===== config.mk =====
export PLATFORM = sky130hd
export DESIGN_NAME = rwd_core
export DESIGN_NICKNAME = d
export VERILOG_FILES = /design/src/rtl/rwd_pkg.sv /design/src/rtl/rwd_cmd_if.sv /design/src/rtl/rwd_cmd_decode.sv /design/src/rtl/rwd_core.sv
export SDC_FILE = /design/constraint.sdc
export NUM_CORES = 1
export LEC_CHECK = 0
export BUFFER_PORTS_ARGS = -buffer_cell sky130_fd_sc_hd__clkbuf_2
export CORE_ASPECT_RATIO = 1.2
export CORE_UTILIZATION = 55
export CTS_BUF_LIST = sky130_fd_sc_hd__clkbuf_8
export CTS_CLUSTER_DIAMETER = 50
export CTS_CLUSTER_SIZE = 30
export DETAILED_ROUTE_END_ITERATION = 10
export PLACE_DENSITY = 0.83
export SYNTH_ARGS = -nofsm -noshare
export SYNTH_HDL_FRONTEND = slang
export SYNTH_SLANG_ARGS = --single-unit

===== constraint.sdc =====
create_clock -name sys_clk -period 3.8 [get_ports sys_clk]
set_input_delay 0.38 -clock sys_clk [delete_from_list [all_inputs] [get_ports sys_clk]]
set_output_delay 0.38 -clock sys_clk [all_outputs]
set_load 0.1 [all_outputs]

===== src/rtl/rwd_pkg.sv =====
package rwd_pkg;
	localparam int          RWD_CNT_W        = 16;
	localparam logic [15:0] RWD_CNT_RESET    = 16'hFFFF;
	localparam logic [15:0] RWD_CNT_ZERO     = 16'h0000;
	localparam logic        RWD_ENABLE_RESET = 1'b1;
	localparam logic        RWD_FLAG_RESET   = 1'b0;
	localparam int          RWD_SERVICE_MAX  = 65534;

	typedef enum logic [1:0] {
		RWD_ST_RUN   = 2'b00,
		RWD_ST_ARMED = 2'b01,
		RWD_ST_FIRED = 2'b10
	} rwd_state_t;
endpackage : rwd_pkg


===== src/rtl/rwd_cmd_if.sv =====
`timescale 1ns/1ps
interface rwd_cmd_if;
	logic restart;
	logic disable_seen;
	logic off_pair;
	logic restart_after_disable;
	modport dec (input restart, output disable_seen, output off_pair, output restart_after_disable);
	modport core (output restart, input disable_seen, input off_pair, input restart_after_disable);
endinterface : rwd_cmd_if


===== src/rtl/rwd_cmd_decode.sv =====
`timescale 1ns/1ps
module rwd_cmd_decode
	import rwd_pkg::*;
(
	// clock and reset
	input  wire logic   sys_clk,
	input  wire logic   rst_n,
	// instruction strobes
	input  wire logic   cycle_stb,
	input  wire logic   disable_instr,
	// to the core
	rwd_cmd_if.dec      cmd
);
	logic last_disable_r;

	// remembers whether the previous executed instruction was the disable
	always_ff @(posedge sys_clk or negedge rst_n) begin
		if (!rst_n) begin
			last_disable_r <= 1'b0;
		end else if (cycle_stb) begin
			last_disable_r <= disable_instr;
		end
	end

	assign cmd.disable_seen          = last_disable_r;
	// only an immediately following restart completes the off pair
	assign cmd.restart_after_disable = cycle_stb & cmd.restart & last_disable_r;
	assign cmd.off_pair              = cmd.restart_after_disable;
endmodule : rwd_cmd_decode


===== src/rtl/rwd_core.sv =====
`timescale 1ns/1ps
// Contract
// After reset release the 16-bit counter loads all ones and counts down once per machine cycle.
// An underflow from zero sets the first expiry flag.
// An underflow while the first expiry flag is set sets the second flag and raises the reset signal.
// The reset signal turns on the pull-down of the reset pin, driving it low.
// Software must restart the watchdog at least every 65534 machine cycles while it is in use.
// The reset function is active whenever the enable flag is set.
// A disable instruction directly followed by a restart clears the enable flag.
// The enable flag is set on every system reset and on entry to RAM back-up mode.
// A restart with the first expiry flag set clears it and skips the next instruction.
// A restart with the first expiry flag clear gives no skip.
// The skip works even when the reset function is disabled.
// A disable instruction alone does not stop the watchdog.
// Entering power-down reinitialises the first expiry flag and the counter.
// Software should clear the first expiry flag with a restart just before power-down.
// The watchdog is active again after each return from power-down.
// After each underflow the counter wraps to all ones and keeps counting.
module rwd_core
	import rwd_pkg::*;
(
	// clock and reset
	input  wire logic   sys_clk,
	input  wire logic   rst_n,
	// instruction stream from the cpu core, one strobe per machine cycle
	input  wire logic   cycle_stb,
	input  wire logic   restart_instr,
	input  wire logic   disable_instr,
	// low-power mode entries
	input  wire logic   power_down_enter,
	input  wire logic   ram_backup_enter,
	// results
	output logic        skip_next,
	output logic        first_expiry_flag,
	output logic        second_expiry_flag,
	output logic        guard_enable_flag,
	output logic        watchdog_reset,
	output logic        reset_pin_oe_n,
	output logic [15:0] guard_down_counter
);
	import rwd_pkg::*;

	// counter helpers, shared by the underflow test and the step
	function automatic logic rwd_at_zero(input logic [15:0] cnt);
		return (cnt == RWD_CNT_ZERO);
	endfunction : rwd_at_zero

	// wraps from zero to all ones by plain modulo arithmetic
	function automatic logic [15:0] rwd_count_down(input logic [15:0] cnt);
		return cnt - 16'h0001;
	endfunction : rwd_count_down

	// the first flag is mirrored by any state past run, except fired once a restart or a power-down has cleared the flag
	function automatic logic rwd_is_armed(input rwd_state_t st);
		return (st != RWD_ST_RUN);
	endfunction : rwd_is_armed

	rwd_cmd_if cmd ();

	// qualified instruction and mode events
	logic       restart_now;
	logic       underflow;
	logic       mode_reinit;
	logic       off_now;

	// reset path
	logic       armed;
	logic       fire;
	rwd_state_t state_r;

	assign cmd.restart = restart_instr;

	// pair detection lives beside the core so it sees every strobe
	rwd_cmd_decode u_dec (
		.sys_clk       (sys_clk),
		.rst_n         (rst_n),
		.cycle_stb     (cycle_stb),
		.disable_instr (disable_instr),
		.cmd           (cmd)
	);

	// a restart only counts when the core really executed it
	assign restart_now = cycle_stb & restart_instr;
	// power-down reloads the counter and clears the first flag
	assign mode_reinit = power_down_enter;
	assign underflow   = cycle_stb & rwd_at_zero(guard_down_counter);
	assign off_now     = cmd.off_pair & cmd.disable_seen;

	assign armed       = rwd_is_armed(state_r);
	// a restart in the firing strobe cancels it; a reinit wins over all
	assign fire        = underflow & armed & guard_enable_flag & ~restart_now & ~mode_reinit;

	// counter: restarting does not reload it, only the flag is cleared
	always_ff @(posedge sys_clk or negedge rst_n) begin
		if (!rst_n) begin
			guard_down_counter <= RWD_CNT_RESET;
		end else if (mode_reinit) begin
			guard_down_counter <= RWD_CNT_RESET;
		end else if (cycle_stb) begin
			guard_down_counter <= rwd_count_down(guard_down_counter);
		end else begin
			guard_down_counter <= guard_down_counter;
		end
	end

	// first expiry flag; underflow set beats restart clear
	always_ff @(posedge sys_clk or negedge rst_n) begin
		if (!rst_n) begin
			first_expiry_flag <= RWD_FLAG_RESET;
		end else if (mode_reinit) begin
			first_expiry_flag <= RWD_FLAG_RESET;
		end else if (underflow) begin
			first_expiry_flag <= 1'b1;
		end else if (restart_now) begin
			first_expiry_flag <= 1'b0;
		end else begin
			first_expiry_flag <= first_expiry_flag;
		end
	end

	// skip pulse for the next instruction, independent of enable
	always_ff @(posedge sys_clk or negedge rst_n) begin
		if (!rst_n) begin
			skip_next <= 1'b0;
		end else if (restart_now & first_expiry_flag) begin
			skip_next <= 1'b1;
		end else begin
			skip_next <= 1'b0;
		end
	end

	// enable flag; a mode entry always brings the guard back
	always_ff @(posedge sys_clk or negedge rst_n) begin
		if (!rst_n) begin
			guard_enable_flag <= RWD_ENABLE_RESET;
		end else if (ram_backup_enter) begin
			guard_enable_flag <= 1'b1;
		end else if (mode_reinit) begin
			guard_enable_flag <= 1'b1;
		end else if (off_now) begin
			guard_enable_flag <= 1'b0;
		end else begin
			guard_enable_flag <= guard_enable_flag;
		end
	end

	// reset state: once fired it stays until the system reset comes back
	always_ff @(posedge sys_clk or negedge rst_n) begin
		if (!rst_n) begin
			state_r <= RWD_ST_RUN;
		end else begin
			case (state_r)
				RWD_ST_RUN: begin
					// fire cannot happen here, the first flag is still clear
					if (mode_reinit) begin
						state_r <= RWD_ST_RUN;
					end else if (underflow) begin
						state_r <= RWD_ST_ARMED;
					end else begin
						state_r <= RWD_ST_RUN;
					end
				end
				RWD_ST_ARMED: begin
					// same order as the flag: reinit, then set, then clear
					if (fire) begin
						state_r <= RWD_ST_FIRED;
					end else if (mode_reinit) begin
						state_r <= RWD_ST_RUN;
					end else if (underflow) begin
						state_r <= RWD_ST_ARMED;
					end else if (restart_now) begin
						state_r <= RWD_ST_RUN;
					end else begin
						state_r <= RWD_ST_ARMED;
					end
				end
				RWD_ST_FIRED: begin
					// only the system reset leaves this state
					state_r <= RWD_ST_FIRED;
				end
				default: begin
					state_r <= RWD_ST_RUN;
				end
			endcase
		end
	end

	// second expiry flag, sticky until system reset
	always_ff @(posedge sys_clk or negedge rst_n) begin
		if (!rst_n) begin
			second_expiry_flag <= RWD_FLAG_RESET;
		end else if (fire) begin
			second_expiry_flag <= 1'b1;
		end else begin
			second_expiry_flag <= second_expiry_flag;
		end
	end

	// internal reset request
	// sticky: the pin itself brings the system reset back in
	always_ff @(posedge sys_clk or negedge rst_n) begin
		if (!rst_n) begin
			watchdog_reset <= RWD_FLAG_RESET;
		end else if (fire) begin
			watchdog_reset <= 1'b1;
		end else begin
			watchdog_reset <= watchdog_reset;
		end
	end

	// pull-down enable of the reset pin, low while pulling
	// open-drain only: the pin is never driven high from here
	always_ff @(posedge sys_clk or negedge rst_n) begin
		if (!rst_n) begin
			reset_pin_oe_n <= 1'b1;
		end else if (fire) begin
			reset_pin_oe_n <= 1'b0;
		end else begin
			reset_pin_oe_n <= reset_pin_oe_n;
		end
	end
endmodule : rwd_core


After elaboration in Yosys (flattened, before gate mapping)
Cells that the tools add are included.

word-level totals
  register bits = 24
  logic and storage cells = 44
  output and inout bits = 22
  input bits = 7

cells by class
  add/subtract/negate cells = 1
  reductions and logical operators = 6
  muxes and demuxes = 16
  bitwise gates (word level) = 11
  equal/unequal tests = 2

operators by type and width
  cell                     count
  $mux W16                 2
  $logic_not A16 Y1        1
  $sub A16 B1 Y16 const B  1
  $mux W1                  12
  $and A1 B1 Y1            9
  $pmux W2 S3              1
  $reduce_bool A3 Y1       2
  $reduce_bool A2 Y1       2
  $eq A2 B1 Y1 const B     1
  $eq A2 B2 Y1 const B     1
  $logic_not A2 Y1         1
  $mux W2                  1
  $not A1 Y1               2

Longest topological paths before layout
  depth after elaboration = 8
  depth in mapped cells = 6

By module
Synthesis repeated with hierarchy kept, for this count alone.

second synthesis, totals
  cell total of the unflattened synthesis = 120
  area total of the unflattened synthesis = 1221.2 sq um

modules (own cells, without submodules)
  module          sequential area each (sq um)  cells each  times used  area an instance (sq um)
  rwd_core        598.1                         116         1           1166.1
  rwd_cmd_decode  25.0                          4           1           55.1

Worst setup path after synthesis
No wires, ideal clock.

  path kind = reg-to-reg
  start = reg guard_down_counter[6]
  end = reg guard_down_counter[13]
  arrival time = 2.164 ns
  slack = 1.561 ns
  stages on the path, launching flop included = 6
  path through = dfstp_2 or4_4 or4_1 buf_2 nor4_1 mux2i_1

between the ends
  longest elaborated chain between the ends = 3

RTL lines
  item                      line             RTL
  start: declaration        rwd_core.sv:39   output logic [15:0] guard_down_counter
  start signal: assignment  rwd_core.sv:100  guard_down_counter <= rwd_count_down(guard_down_counter);
  start signal: assignment  rwd_core.sv:102  guard_down_counter <= guard_down_counter;
  $sub A16 B1 Y16           rwd_core.sv:50   return cnt - 16'h0001;
  $mux W16                  rwd_core.sv:99   end else if (cycle_stb) begin
  $mux W16                  rwd_core.sv:97   end else if (mode_reinit) begin

Every way passes these cells. The select of a mux whose other input is x is not followed.
A chain may end at the register's enable or synchronous reset.

Worst setup path after layout
Same ends and word-level chain as after synthesis.

==> impl_metrics.csv <==
group,metric,value,unit
power_and_ir_drop,p_per_area,344,nW/µm²
cts,clk_latency,270,ps
synth,ys.flop_type,"dfstp_2",
synth,yosysMostFrequentCell,"dfstp_2",
grt,track_usage,0.225,
sta,finalClockSkew,1.34,ps
route,dr.pass1.iters,4,
cts,htree_levels,1,
cts,cts_setup_buffers,0,
die,die_x,44.7,µm
sta,worst_pin_slew,573,ps
cts,cts_tree,"yes",
critical_path,critPathMaxFanout,8,
synth,synthCells,118,
layout,drive_gt1_frac,0.375,
layout,fin_area,1400,µm²
place,gp_congestion,0.803,
route,avgViaCountPerCell,5.70,
sta,fin_crit_sh,0.560,
die,rows,18,
critical_path,critPathCaptureType,"flop",
die,die_area,2380,µm²
sta,final_max_slew_viol_count,0,
grt,grt_pass1_vias,884,
hold_path,min_path_type,"primary input to async pin",
cts,clk_pin_slew,80,ps
synth,seq_area_frac_synth,0.519,
route,route.detailed.drc,0,
run,cap_violations,0,
power_and_ir_drop,p_leak,0.563,nW
synth,synth_enable_flop_cells,0,
synth,yosys-top-cells-count,"dfstp_2 (18), nand2_1 (12), nand3_1 (9), nor2_1 (7), nor4_1 (7)",
synth,syn-num-nets,127,
synth,synth.largest_area_cell,"dfstp_2",
place,io_buffers,28,
sta,hold_viol,0,
sta,period_minus_slack,2130,ps
grt,antenna_found_initial,0,
synth,synth.area.top_cells,"dfstp_2 (39%), dfrtp_1 (13%), nand3_1 (3.8%), nand2_1 (3.8%), nor4_1 (3.6%)",
critical_path,worstSetupPathType,"flop to flop",
cts,post_cts_resize_count,0,
sta,tns,0,ps
critical_path,crit_arrival,2320,ps
layout,layout.nets,154,
power_and_ir_drop,ir_drop,0.249,mV
sta,fmax,470,MHz
route,drt-initial-drc-count,26,
grt,grt_pass1_wl,3.76,mm
synth,synth.distinct_cells,35,
place,place_area,1340,µm²
layout,n_antenna_cell,0,
synth,synth_seq_cells,24,
place,place_hpwl,1.73,mm
sta,rsz0062_at_grt,"no",
grt,grt_max_degree,25,
synth,syn_avg_cell_area,10.2,µm²
route,routedWlPerCell,13.5,µm
synth,async_flop_share,1.00,
cts,ctsHoldBuffers,0,
cts,cts-buffers-inserted,3,
critical_path,critPathRequiredTime,4000,ps
grt,overflow,0,
synth,ys.warnings.count,0,
critical_path,start_kind,"flop",
die,io_pins,29,
synth,synth_area,1200,µm²
sta,slew_headroom,0.618,
route,ant_nets,0,
die,start_util,0.586,
die,coreArea,2050,µm²
outcome,status,"finished clean",
synth,synth_top_area_frac,0.394,
die,die_y,53.2,µm
cts,cts_root_buffer,"clkbuf_8",
route,wirelength,2.36,mm
route,vias,991,
layout,area_growth,16.5,%
cts,cts_num_sinks,24,
cts,cts_buffer_depth,2,
sta,final-setup-viol-count,0,
flip-flops by register name (all words and copies together) (netlist names):
signal                  count
skip_next                   1
u_dec.cmd.disable_seen      1
reset_pin_oe_n              1
guard_down_counter         16
watchdog_reset              1
first_expiry_flag           1
guard_enable_flag           1
state_r                     2
critical path, stage by stage (launching register included):
cell     delay, ps
dfstp_2        400
or4_4          540
or4_1          530
nor4_1         340
mux2i_1        240
layer usage:
metal	track usage	wire, µm	up-vias
met5	0	0	-
met4	0.121	47	0
met3	0.0307	93	5
met2	0.382	1190	29
met1	0.272	1020	478
li1	-	-	479
cell families after synthesis:
logic type | synth area share
AO/OA/AOI/OAI | 0.0615
AND/OR/NAND/NOR | 0.280
buffers and inverters | 0.0417
XOR/XNOR | 0.0510
adder cells (fa/ha/maj) | 0.0208
multiplexers | 0.0260
flip-flops | 0.519
cells in the final DEF, fill, tap and decap left out, drive strengths merged, types with 2 or more instances in the layout:
cell	count
nand4	4
a21oi	2
or4	6
mux2i	2
xor2	5
nor2	7
nand2	12
xnor2	2
and3	2
or3	4
nor2b	3
o21ai	5
inv	4
o31ai	3
nand3	9
dfstp	18
dfrtp	6
nor4	7
clkbuf	32
ha	2
or2	2
through the flow:
stage	power [mW]	setup WS [ps]	std cells	hold WS, ps	util
after floorplan	0.303	1560	118	84.4	-
after global placement	0.313	1740	170	391	0.656
after detailed placement	0.315	1670	170	403	0.656
after CTS	0.488	1650	174	108	0.683
after global routing	0.499	1570	174	133	0.683
final	0.481	1670	174	96.3	0.683
cell type report:
class                   instances  area (µm²)
clock buffers                   4        55.1
fillers                       169         651
inverters                       4        15.0
multi-input cells              84         528
flip-flops and latches         24         623
well taps                      30        37.5
repair buffers                 28         140
path summary, 6_finish.rpt:
path                                        from                      to  slack [ps]  cells past startpoint
min in group sys_clk            ram_backup_enter       guard_enable_flag         300                      2
max in group asynchronous                  rst_n       guard_enable_flag        3330                      1
max                        guard_down_counter[6]  guard_down_counter[13]        1670                      4
min                                        rst_n          watchdog_reset         100                      1
max reg2reg                guard_down_counter[6]  guard_down_counter[13]        1670                      4
min reg2reg                       reset_pin_oe_n          reset_pin_oe_n         490                      1
power breakdown:
| group | switching, mW | internal [mW] |
|---|---|---|
| combinational | 0.0352 | 0.00964 |
| sequential | 0.00386 | 0.261 |
| clock | 0.0782 | 0.0926 |
No activity file was read; power rests on OpenSTA's default activity.
